$ cat src/hdl/pcs_consts.svh
// Constants for the counter, return stack and indirect address block.
// Assumes inclusion by bare name from the design file.
`ifndef PCS_CONSTS_SVH
`define PCS_CONSTS_SVH
// Register port offsets
`define PCS_A_PCL      4'h0
`define PCS_A_LATCH    4'h1
`define PCS_A_SP       4'h2
`define PCS_A_TOP_OF_STACK_LOW     4'h3
`define PCS_A_TOP_OF_STACK_HIGH     4'h4
`define PCS_A_F0L      4'h5
`define PCS_A_F0H      4'h6
`define PCS_A_F1L      4'h7
`define PCS_A_F1H      4'h8
`define PCS_A_PWR      4'h9
// Flag positions in the power control register
`define PCS_OVF_BIT    1
`define PCS_UNF_BIT    0
// Reset values, interrupt vector and stack limits
`define PCS_SP_EMPTY   5'h1F
`define PCS_SP_LAST    5'h0F
`define PCS_PC_RST     15'h0000
`define PCS_INT_VEC    15'h0004
// Indirect address map
`define PCS_TRAD_LAST  16'h0FFF
`define PCS_LIN_BASE   16'h2000
`define PCS_LIN_LAST   16'h29AF
`define PCS_GPR_LEN    12'h0050
`define PCS_GPR_OFS    7'h20
`define PCS_SELF_LAST  7'h01
`endif

$ cat src/hdl/pcs_pkg.sv
// Types for the counter, return stack and indirect address block.
// Assumes nothing beyond a SystemVerilog compiler.
package pcs_pkg;
  // Control-flow operations from the decoder
  typedef enum logic [3:0] {
    OP_NONE  = 4'h0,
    OP_STEP  = 4'h1,
    OP_CALL  = 4'h2,
    OP_COMPUTED_CALL_OP = 4'h3,
    OP_BRW   = 4'h4,
    OP_BRA   = 4'h5,
    OP_RET   = 4'h6,
    OP_INTR  = 4'h7
  } pcs_op_t;
  // Indirect access sequencer states
  typedef enum logic [3:0] {
    ST_IDLE  = 4'h1,
    ST_ISSUE = 4'h2,
    ST_FWAIT = 4'h4,
    ST_CAPT  = 4'h8
  } pcs_st_t;
endpackage

$ cat src/hdl/pcs_core.sv
// Program counter loading, 16-entry return stack and indirect translation.
// Assumes decoder, memories and register port on I_CORE_CLK, sync reset.
`timescale 1ns/1ns
`include "pcs_consts.svh"
module pcs_core (
  // Clock and resets
  input  wire logic             I_CORE_CLK,
  input  wire logic             I_RST,
  input  wire logic             I_POR_RST,
  // Configuration
  input  wire logic             I_STACK_FAULT_RESET_EN,
  // Decoder side
  input  wire logic             I_OP_VALID,
  input  wire pcs_pkg::pcs_op_t I_OP,
  input  wire logic [10:0]      I_OPERAND,
  input  wire logic [7:0]       I_WREG,
  // Register port
  input  wire logic [3:0]       I_REG_ADDR,
  input  wire logic [7:0]       I_REG_WDATA,
  input  wire logic             I_REG_WR,
  input  wire logic             I_REG_RD,
  output logic [7:0]            O_REG_RDATA,
  // Counter and stack status
  output logic [14:0]           O_PC,
  output logic                  O_STACK_FAULT_RST,
  // Indirect access request
  input  wire logic             I_IND_REQ,
  input  wire logic             I_IND_SEL,
  input  wire logic             I_IND_WR,
  input  wire logic [7:0]       I_IND_WDATA,
  output logic                  O_IND_BUSY,
  output logic                  O_IND_DONE,
  output logic [7:0]            O_IND_RDATA,
  // Data memory
  output logic [11:0]           O_MEM_ADDR,
  output logic                  O_MEM_RD,
  output logic                  O_MEM_WR,
  output logic [7:0]            O_MEM_WDATA,
  input  wire logic [7:0]       I_MEM_RDATA,
  // Program flash, read only
  output logic [14:0]           O_FLASH_ADDR,
  output logic                  O_FLASH_RD,
  input  wire logic [13:0]      I_FLASH_RDATA
);

  logic [14:0] pc_q;
  logic [14:0] pc_d;
  logic [6:0]  latch_q;
  logic [4:0]  sp_q;
  logic [4:0]  sp_d;
  logic [14:0] stk_q [16];
  logic [14:0] tos_raw;
  logic [14:0] tos_rd;
  logic [15:0] fsr_q [2];
  logic        ovf_q;
  logic        unf_q;
  logic        push;
  logic        pop;
  logic        ovf_ev;
  logic        unf_ev;
  logic        pcl_wr;
  logic        stk_wr;
  logic [3:0]  stk_idx;
  logic [14:0] stk_val;
  logic [14:0] pc_inc;
  logic [7:0]  rdata_d;

  // Register port decode
  assign pcl_wr = I_REG_WR && (I_REG_ADDR == `PCS_A_PCL);

  // Stack actions from the decoder; latch is never touched here
  assign push   = I_OP_VALID && ((I_OP == pcs_pkg::OP_CALL) || (I_OP == pcs_pkg::OP_COMPUTED_CALL_OP)
                  || (I_OP == pcs_pkg::OP_INTR));
  assign pop    = I_OP_VALID && (I_OP == pcs_pkg::OP_RET);
  // Push with the pointer at or past the last valid index, but not empty, means overflow
  assign ovf_ev = push && (sp_q >= `PCS_SP_LAST) && (sp_q != `PCS_SP_EMPTY);
  assign unf_ev = pop && (sp_q == `PCS_SP_EMPTY);
  assign pc_inc = pc_q + 15'h0001;

  // Top of stack: low four pointer bits pick the entry, so 0x1F shows 0x0F unless I_STACK_FAULT_RESET_EN zeroes the read
  assign tos_raw = stk_q[sp_q[3:0]];
  assign tos_rd  = (sp_q == `PCS_SP_EMPTY && I_STACK_FAULT_RESET_EN) ? 15'h0000 : tos_raw;

  // Next counter; a low-byte write wins over a decoder load in the same cycle
  always_comb
  begin
    pc_d = pc_q;
    if (pcl_wr)
      pc_d = {latch_q, I_REG_WDATA};
    else if (I_OP_VALID)
    begin
      case (I_OP)
        pcs_pkg::OP_STEP:  pc_d = pc_inc;
        pcs_pkg::OP_CALL:  pc_d = {latch_q[6:3], I_OPERAND};
        pcs_pkg::OP_COMPUTED_CALL_OP: pc_d = {latch_q, I_WREG};
        pcs_pkg::OP_BRW:   pc_d = pc_inc + {7'h00, I_WREG};
        pcs_pkg::OP_BRA:   pc_d = pc_inc + {{6{I_OPERAND[8]}}, I_OPERAND[8:0]};
        pcs_pkg::OP_RET:   pc_d = tos_raw;
        pcs_pkg::OP_INTR:  pc_d = `PCS_INT_VEC;
        default:           pc_d = pc_q;
      endcase
    end
  end

  // Counter register, cleared by any reset
  always_ff @(posedge I_CORE_CLK)
  begin
    if (I_RST || I_POR_RST)
      pc_q <= `PCS_PC_RST;
    else
      pc_q <= pc_d;
  end

  // Counter latch, written only through the register port
  always_ff @(posedge I_CORE_CLK)
  begin
    if (I_RST || I_POR_RST)
      latch_q <= 7'h00;
    else if (I_REG_WR && I_REG_ADDR == `PCS_A_LATCH)
      latch_q <= I_REG_WDATA[6:0];
  end

  // Pointer: a software write wins over push or pop
  always_comb
  begin
    sp_d = sp_q;
    if (I_REG_WR && I_REG_ADDR == `PCS_A_SP)
      sp_d = I_REG_WDATA[4:0];
    else if (push)
      sp_d = sp_q + 5'h01;
    else if (pop)
      sp_d = sp_q - 5'h01;
  end

  always_ff @(posedge I_CORE_CLK)
  begin
    if (I_RST || I_POR_RST)
      sp_q <= `PCS_SP_EMPTY;
    else
      sp_q <= sp_d;
  end

  // Stack write port; push writes at the incremented index, wrapping
  always_comb
  begin
    stk_wr  = 1'b0;
    stk_idx = sp_q[3:0];
    stk_val = tos_raw;
    if (push)
    begin
      stk_wr  = 1'b1;
      stk_idx = sp_d[3:0];
      stk_val = (I_OP == pcs_pkg::OP_INTR) ? pc_q : pc_inc;
    end
    else if (I_REG_WR && I_REG_ADDR == `PCS_A_TOP_OF_STACK_LOW)
    begin
      stk_wr  = 1'b1;
      stk_val = {tos_raw[14:8], I_REG_WDATA};
    end
    else if (I_REG_WR && I_REG_ADDR == `PCS_A_TOP_OF_STACK_HIGH)
    begin
      stk_wr  = 1'b1;
      stk_val = {I_REG_WDATA[6:0], tos_raw[7:0]};
    end
  end

  // Sixteen private entries, in neither address space
  for (genvar g = 0; g < 16; g++)
  begin : g_stk
    always_ff @(posedge I_CORE_CLK)
    begin
      if (I_POR_RST)
        stk_q[g] <= 15'h0000;
      else if (stk_wr && stk_idx == 4'(g))
        stk_q[g] <= stk_val;
    end
  end

  // Fault flags survive core reset so software can see why it restarted;
  // writing 0 clears, a fresh fault in the same cycle wins
  always_ff @(posedge I_CORE_CLK)
  begin
    if (I_POR_RST)
    begin
      ovf_q <= 1'b0;
      unf_q <= 1'b0;
    end
    else
    begin
      if (ovf_ev)
        ovf_q <= 1'b1;
      else if (I_REG_WR && I_REG_ADDR == `PCS_A_PWR)
        ovf_q <= ovf_q & I_REG_WDATA[`PCS_OVF_BIT];
      if (unf_ev)
        unf_q <= 1'b1;
      else if (I_REG_WR && I_REG_ADDR == `PCS_A_PWR)
        unf_q <= unf_q & I_REG_WDATA[`PCS_UNF_BIT];
    end
  end

  // Reset request pulse to the system reset logic
  always_ff @(posedge I_CORE_CLK)
  begin
    if (I_RST || I_POR_RST)
      O_STACK_FAULT_RST <= 1'b0;
    else
      O_STACK_FAULT_RST <= (ovf_ev || unf_ev) && I_STACK_FAULT_RESET_EN;
  end

  // Pointer byte registers, each pair one 16-bit pointer
  for (genvar p = 0; p < 2; p++)
  begin : g_fsr
    always_ff @(posedge I_CORE_CLK)
    begin
      if (I_RST || I_POR_RST)
        fsr_q[p] <= 16'h0000;
      else if (I_REG_WR && I_REG_ADDR == 4'(`PCS_A_F0L + 2 * p))
        fsr_q[p][7:0] <= I_REG_WDATA;
      else if (I_REG_WR && I_REG_ADDR == 4'(`PCS_A_F0H + 2 * p))
        fsr_q[p][15:8] <= I_REG_WDATA;
    end
  end

  // Read mux; unmapped offsets read zero
  always_comb
  begin
    case (I_REG_ADDR)
      `PCS_A_PCL:   rdata_d = pc_q[7:0];
      `PCS_A_LATCH: rdata_d = {1'b0, latch_q};
      `PCS_A_SP:    rdata_d = {3'h0, sp_q};
      `PCS_A_TOP_OF_STACK_LOW:  rdata_d = tos_rd[7:0];
      `PCS_A_TOP_OF_STACK_HIGH:  rdata_d = {1'b0, tos_rd[14:8]};
      `PCS_A_F0L:   rdata_d = fsr_q[0][7:0];
      `PCS_A_F0H:   rdata_d = fsr_q[0][15:8];
      `PCS_A_F1L:   rdata_d = fsr_q[1][7:0];
      `PCS_A_F1H:   rdata_d = fsr_q[1][15:8];
      `PCS_A_PWR:   rdata_d = {6'h00, ovf_q, unf_q};
      default:      rdata_d = 8'h00;
    endcase
  end

  always_ff @(posedge I_CORE_CLK)
  begin
    if (I_RST || I_POR_RST)
      O_REG_RDATA <= 8'h00;
    else if (I_REG_RD)
      O_REG_RDATA <= rdata_d;
  end

  assign O_PC = pc_q;

  // Indirect translation of the selected pointer
  pcs_pkg::pcs_st_t st_q;
  logic [15:0] ind_ptr;
  logic [11:0] lin_ofs;
  logic [11:0] lin_bank;
  logic [11:0] lin_idx;
  logic        is_flash;
  logic        is_zero;
  logic [11:0] ind_addr;
  logic        zero_q;
  logic        flash_sel_q;

  assign ind_ptr  = fsr_q[I_IND_SEL];
  assign lin_ofs  = 12'(ind_ptr - `PCS_LIN_BASE);
  assign lin_bank = lin_ofs / `PCS_GPR_LEN;
  assign lin_idx  = lin_ofs % `PCS_GPR_LEN;
  assign is_flash = ind_ptr[15];

  // Decode region; indirect locations and holes give zero
  always_comb
  begin
    ind_addr = ind_ptr[11:0];
    is_zero  = 1'b0;
    if (is_flash)
      is_zero = 1'b0;
    else if (ind_ptr <= `PCS_TRAD_LAST)
      is_zero = (ind_ptr[6:0] <= `PCS_SELF_LAST);
    else if (ind_ptr >= `PCS_LIN_BASE && ind_ptr <= `PCS_LIN_LAST)
      ind_addr = {lin_bank[4:0], `PCS_GPR_OFS + lin_idx[6:0]};
    else
      is_zero = 1'b1;
  end

  assign O_IND_BUSY = (st_q != pcs_pkg::ST_IDLE);

  // Sequencer: strobe, wait on flash, capture, then pulse done
  always_ff @(posedge I_CORE_CLK)
  begin
    if (I_RST || I_POR_RST)
    begin
      st_q         <= pcs_pkg::ST_IDLE;
      zero_q       <= 1'b0;
      O_MEM_ADDR   <= 12'h000;
      O_MEM_RD     <= 1'b0;
      O_MEM_WR     <= 1'b0;
      O_MEM_WDATA  <= 8'h00;
      O_FLASH_ADDR <= 15'h0000;
      O_FLASH_RD   <= 1'b0;
      O_IND_DONE   <= 1'b0;
      O_IND_RDATA  <= 8'h00;
    end
    else
    begin
      O_MEM_RD   <= 1'b0;
      O_MEM_WR   <= 1'b0;
      O_FLASH_RD <= 1'b0;
      O_IND_DONE <= 1'b0;
      case (st_q)
        pcs_pkg::ST_IDLE:
        begin
          if (I_IND_REQ)
          begin
            st_q         <= pcs_pkg::ST_ISSUE;
            zero_q       <= is_zero;
            O_MEM_ADDR   <= ind_addr;
            O_MEM_WDATA  <= I_IND_WDATA;
            O_FLASH_ADDR <= ind_ptr[14:0];
            O_FLASH_RD   <= is_flash && !I_IND_WR;
            O_MEM_RD     <= !is_flash && !is_zero && !I_IND_WR;
            O_MEM_WR     <= !is_flash && !is_zero && I_IND_WR;
            zero_q       <= is_zero || (is_flash && I_IND_WR);
          end
        end
        pcs_pkg::ST_ISSUE:
          st_q <= O_FLASH_RD ? pcs_pkg::ST_FWAIT : pcs_pkg::ST_CAPT;
        pcs_pkg::ST_FWAIT:
          st_q <= pcs_pkg::ST_CAPT;
        pcs_pkg::ST_CAPT:
        begin
          st_q       <= pcs_pkg::ST_IDLE;
          O_IND_DONE <= 1'b1;
          if (zero_q)
            O_IND_RDATA <= 8'h00;
          else if (O_FLASH_ADDR != 15'h0000 || st_q == pcs_pkg::ST_CAPT)
            O_IND_RDATA <= flash_sel_q ? I_FLASH_RDATA[7:0] : I_MEM_RDATA;
        end
        default:
          st_q <= pcs_pkg::ST_IDLE;
      endcase
    end
  end

  // Remembers whether the access in flight targets flash, read or write
  always_ff @(posedge I_CORE_CLK)
  begin
    if (I_RST || I_POR_RST)
      flash_sel_q <= 1'b0;
    else if (st_q == pcs_pkg::ST_IDLE && I_IND_REQ)
      flash_sel_q <= is_flash;
  end

  logic op_ok;
  assign op_ok = I_OP_VALID && !pcl_wr && !(I_REG_WR && I_REG_ADDR == `PCS_A_LATCH);
endmodule

$ cat config.mk
export PLATFORM = sky130hd
export DESIGN_NAME = pcs_core
export DESIGN_NICKNAME = d
export VERILOG_FILES = /design/src/hdl/pcs_pkg.sv /design/src/hdl/pcs_core.sv
export VERILOG_INCLUDE_DIRS = /design/src /design/src/hdl
export SDC_FILE = /design/constraint.sdc
export NUM_CORES = 1
export LEC_CHECK = 0
export BUFFER_PORTS_ARGS = -buffer_cell sky130_fd_sc_hd__buf_2
export CELL_PAD_IN_SITES_DETAIL_PLACEMENT = 0
export CELL_PAD_IN_SITES_GLOBAL_PLACEMENT = 2
export CORE_ASPECT_RATIO = 1.5
export CORE_UTILIZATION = 40
export DETAILED_ROUTE_END_ITERATION = 10
export PLACE_DENSITY_LB_ADDON = 0.1
export SKIP_LAST_GASP = 1
export SYNTH_ARGS = -nofsm -noshare
export SYNTH_HDL_FRONTEND = slang
export SYNTH_SLANG_ARGS = --single-unit
$ cat constraint.sdc
create_clock -name I_CORE_CLK -period 7.7 [get_ports I_CORE_CLK]
set_input_delay 1.54 -clock I_CORE_CLK [delete_from_list [all_inputs] [get_ports I_CORE_CLK]]
set_output_delay 1.54 -clock I_CORE_CLK [all_outputs]
set_load 0.01 [all_outputs]
# After elaboration in Yosys (flattened, before gate mapping)
# Memory sizes are Yosys's and may differ from the RTL's. A register that Yosys moved wholly into a read port is not among the register bits.
# Index checks and enable logic that the tools add are counted.
# word_totals
register_bits	91
ramBits	272
in_bits	75
output_inout_bits	72
elab_cells	280
memories	2
# memory_table
memory	words	word_bits	rd	rd_ports_with_merged_regs	write_ports	line	rtl
stk_q	16	15	1	1	16	pcs_core.sv:51	logic [14:0] stk_q [16];
fsr_q	2	16	3	0	2	pcs_core.sv:54	logic [15:0] fsr_q [2];
# classes
addsub	7
div_mod_pow	2
magnitude_cmp	5
n_eq_ne	39
mux	120
bitwise	24
n_reduce_logical	62
# op_table
cell	count
$mux 15	23
$pmux 15 s7	1
$pmux 8 s10	1
$mux 1	77
$mux 8	7
$eq 4x3->1 const B	13
$eq 4x4->1 const B	11
$logic_and 1x1->1	40
$mux 12	3
$eq 4x2->1 const B	7
$or 1x1->1	20
$eq 4x1->1 const B	4
$ge 16x14->1 const B	1
$le 16x12->1 const B	1
$le 16x14->1 const B	1
$mux 4	4
$add 15x1->15 const B	1
$add 15x15->15	1
$add 15x8->15	1
$mux 5	3
$reduce_bool 15->1	1
$div 12x7->12 const B	1
$mod 12x7->12 const B	1
$pmux 4 s3	1
20 further kinds	35

# Logic depth before layout (Yosys ltp)
# logic_depth
depth_word	13
depth_mapped	16
ltp_nobuf	15

# Worst setup path after synthesis
# Ideal clock, no wire load.
# synth_timing
kind	input -> register
from	input port I_OP[0]
to	register pc_q[12] (netlist: O_PC[12])
setup_time_ns	0.141
t_arrival_ns	4.620
required_ns	7.559
slack_ns	2.939
path_stages	16
n_path_buf	3
cell_sequence	buf_2 clkbuf_1 and2_1 clkbuf_1 mux2_2 ha_1 inv_1 fa_1 nor2b_1 o31a_1 o22ai_1 o21ai_0 a2111oi_0 a211oi_1 o311ai_0 a311oi_1
# synth_between
elab_chain_cells	4
word_cells_on_any_way	12
classes_between	7 x eq/ne; 3 x mux; 2 x reduce/logical
# synth_rtl
item	line	rtl
start, declared	pcs_core.sv:14	input wire pcs_pkg::pcs_op_t I_OP,
$eq 4x3->1 (tied with other cells)	pcs_core.sv:92	case (I_OP)
$pmux 15 s7	pcs_core.sv:92	
$mux 15	pcs_core.sv:90	else if (I_OP_VALID)
$mux 15	pcs_core.sv:88	if (pcl_wr)
end signal, assigned	pcs_core.sv:109	pc_q <= `PCS_PC_RST;
end signal, assigned	pcs_core.sv:111	pc_q <= pc_d;
end, declared	pcs_core.sv:46	logic [14:0] pc_q;
# Several ways; a longest one is shown, not always the timed one. The select of a mux whose other input is x is not followed.
# A chain may end at the register's enable or synchronous reset.

# Worst setup path in the final report
# layout_timing
from	input port I_OP[2]
to	register pc_q[12] (netlist: O_PC[12])
# Same word-level chain as after synthesis.

==> run metrics <==
cell repeated most along the worst path inv_1; Register Area 9930 um^2; CORE AREA 46,800 um^2; dpl hpwl 43.4 mm; Req. time, crit path 8.14 ns; switch share 25.6%; total number of vias 13,775; vias per cell 5.71; initial core utilization 40.8%; Net Switching 1.17 mW; Inst Count DP 2,343; crit-path leading delay family compound AO/OA/AOI/OAI gates; Crit path depth 16; Die W 180 um; area occupied by multi-input gates 8460 um^2; initial antenna violation count 0; fillcell total 4,441; drt wl/cell 24.6 um; Synth Flop Type edfxtp_1; RR Startpoint sp_q[0]; Pint 3.40 mW; fin crit share 74.1%; layout cells sized above 1 20.2%; cells after synthesis 1,716; Clock Latency Late Sink 0.56 ns; number of warnings issued by yosys 0; number of global-route vias before repair 13,901; Pleak 7.97 nW; highest ir drop seen on vdd 195 uV; CP peak stage delay 0.76 ns; number of I/O port buffers 140; setup TNS 0 ns; syn nets 1,811; Post-Syn Area 19,100 um^2; DP Area 20,100 um^2; M1 WL 22.0 mm; worst setup path end O_PC[12]; Netlist cell types 91; critical path class input port to register; Critical path origin I_OP[2]; Slew @ Worst Pin 1.11 ns; Max Fclk 175 MHz; crit-path cells buf_2 > inv_1 > nor3_1 > and2_1 > mux2_2 > ha_1 > inv_1 > fa_1 > nor2b_1 > o31a_1 > o22ai_1 > o21ai_0 > a2111oi_0 > a211oi_1 > o311ai_0 > a311oi_1; crit-path max FO 23; clock period minus worst slack 5.70 ns; DR top layer met4; Final Max Slew Viols 0; grt ovf 0; worst relative slew slack 24.2%; Logic pwr share 10.9%; Max-cap violations 0; Placer Congestion 0.836; Num CTS Buffers 38; drt initial violations 916; Antenna Cells 0; critical path endpoint category register; Post-synth EDFFs 272; IO Count 147; Root Buffer clkbuf_16; result of the run complete, no violations; Post-Syn Area per Cell 11.1 um^2; Core Rows 97; RSZ-0062 raised after global routing no; clock-pin slew on the worst setup and hold paths 0.06 ns; worst hold path depth 2; endpoints failing setup 0; Die H 270 um; nets 1,884; R2R Setup Slk 3.66 ns; first-pass GRT wire length 88.5 mm; DRC Markers 0; clock power share 41.1%; r2r worst-path depth 6; Buf/Inv on CP 3; antenna violation net count after detailed routing 0; CTS tree done; FFs w/ async S/R, synth 0%; Hold Violations, Final 0; post-layout util 45.6%; post-route design area 21,300 um^2; Seq/Total Area, Yosys 52.0%; DIE AREA 48,600 um^2; Arrival @ worst endpoint 6.14 ns; # hold bufs at CTS 0; clock skew 0.0254 ns; first-pass iteration count of the detailed router 5; Area Growth Syn to Fin 11.8%; final std cells w/o fill 2,413; # Post-CTS Setup Buffers 0; post-CTS sizing 0; Num Clock Sinks 360; Total Routing Usage GR 24.4%; Seq cells post-synth 360; CTS H-tree lvls 2; met2 WL post-DR 32.9 mm; Clock Path Buffers 3; Total Wirelength 59.4 mm; Startpoint Class input port; WL met3 2.62 mm; Worst R2R End stk_q[7][4]; worst min path class register to register; leading cell types in the layout, fill and taps excluded nor2_1 (350), edfxtp_1 (272), buf_2 (140); most common cell after layout, fill and taps aside nor2_1; Cell Pwr Density 214 nW/um^2; Slowest-stage cell, CP nor3_1; largest net degree at the start of global routing 69; Seq pwr share 47.9%
==> registers in the layout, summed over array words and instances (netlist names), 7 cells and up <==
| register | flops |
|---|---|
| stk_q | 240 |
| O_MEM_ADDR | 12 |
| O_REG_RDATA | 8 |
| fsr_q | 32 |
| O_FLASH_ADDR | 12 |
| O_PC | 15 |
| O_IND_RDATA | 8 |
| latch_q | 7 |
| O_MEM_WDATA | 8 |
==> Yosys cell counts, drive strengths merged (10+ instances only) <==
library cell,number,area (um^2)
a211oi,33,248
a21oi,103,658
a22oi,20,155
and2,39,246
and3,13,81.3
buf,74,450
clkbuf,57,215
dfxtp,88,1760
edfxtp,272,8170
ha,19,238
inv,21,78.8
mux2,21,240
mux2i,65,683
mux4,75,1690
nand2,120,460
nand2b,11,68.8
nand3,27,135
nor2,356,1340
nor3,37,195
nor4,12,75.1
o21ai,60,304
o22ai,10,62.6
xnor2,25,219
xor2,19,166
==> power by group through the flow <==
stage / clock (mW) / sequential [mW] / combinational, mW
finish: 1.88 / 2.19 / 0.499
global route: 1.98 / 2.20 / 0.539
CTS: 1.91 / 2.19 / 0.504
detailed placement: 0 / 2.23 / 0.502
global placement: 0 / 2.23 / 0.501
floorplan: 0 / 2.21 / 0.341
==> worst min-delay path by stage <==
| stage | from | slack (ns) | endpoint |
|---|---|---|---|
| detailed placement | O_MEM_WDATA[7] | 0.44 | O_MEM_WDATA[7] |
| CTS | O_MEM_WDATA[7] | 0.45 | O_MEM_WDATA[7] |
| global route | O_MEM_WDATA[6] | 0.46 | O_MEM_WDATA[6] |
| finish | O_MEM_WDATA[7] | 0.45 | O_MEM_WDATA[7] |
| global placement | O_MEM_WDATA[3] | 0.44 | O_MEM_WDATA[3] |
| floorplan | unf_q | 0.45 | unf_q |
==> cell type report <==
type | instances | area share (%)
Sequential cell | 360 | 46.5
Multi-Input combinational cell | 1204 | 39.6
Clock buffer | 47 | 4.77
Timing Repair Buffer | 164 | 4.13
Tap cell | 594 | 3.48
Clock inverter | 23 | 1.08
Inverter | 21 | 0.369
==> stage by stage <==
stage / setup slack (ns) / hold slack, ns / power (mW)
6_report: 2.00 / 0.452 / 4.56
5_1_grt: 1.60 / 0.463 / 4.71
4_1_cts: 2.01 / 0.452 / 4.61
3_5_place_dp: 1.55 / 0.444 / 2.73
3_3_place_gp: 1.66 / 0.438 / 2.73
2_1_floorplan: 2.94 / 0.448 / 2.56
==> layer usage <==
metal	global-route usage, %	up-vias
met4	8.55	0
li1	-	6482
met3	3.27	105
met2	47.7	417
met1	26.5	6771
met5	0	-
==> worst register-to-register path, cell delays in order (launching register included) <==
cell and delay (ns):
dfxtp_4 0.86, buf_4 0.54, mux4_2 0.59, mux4_2 0.61, mux2_2 0.32, a21oi_2 0.72, nor2_1 0.13
==> logic make-up after synthesis <==
group / synth area share (%)
AND/OR/NAND/NOR: 15.3
flip-flops: 52.0
AO/OA/AOI/OAI: 11.7
multiplexers: 13.7
buffers and inverters: 3.90
XOR/XNOR: 2.02
adder cells (fa/ha/maj): 1.41
Note: power is estimated with default switching activity, not from simulation.
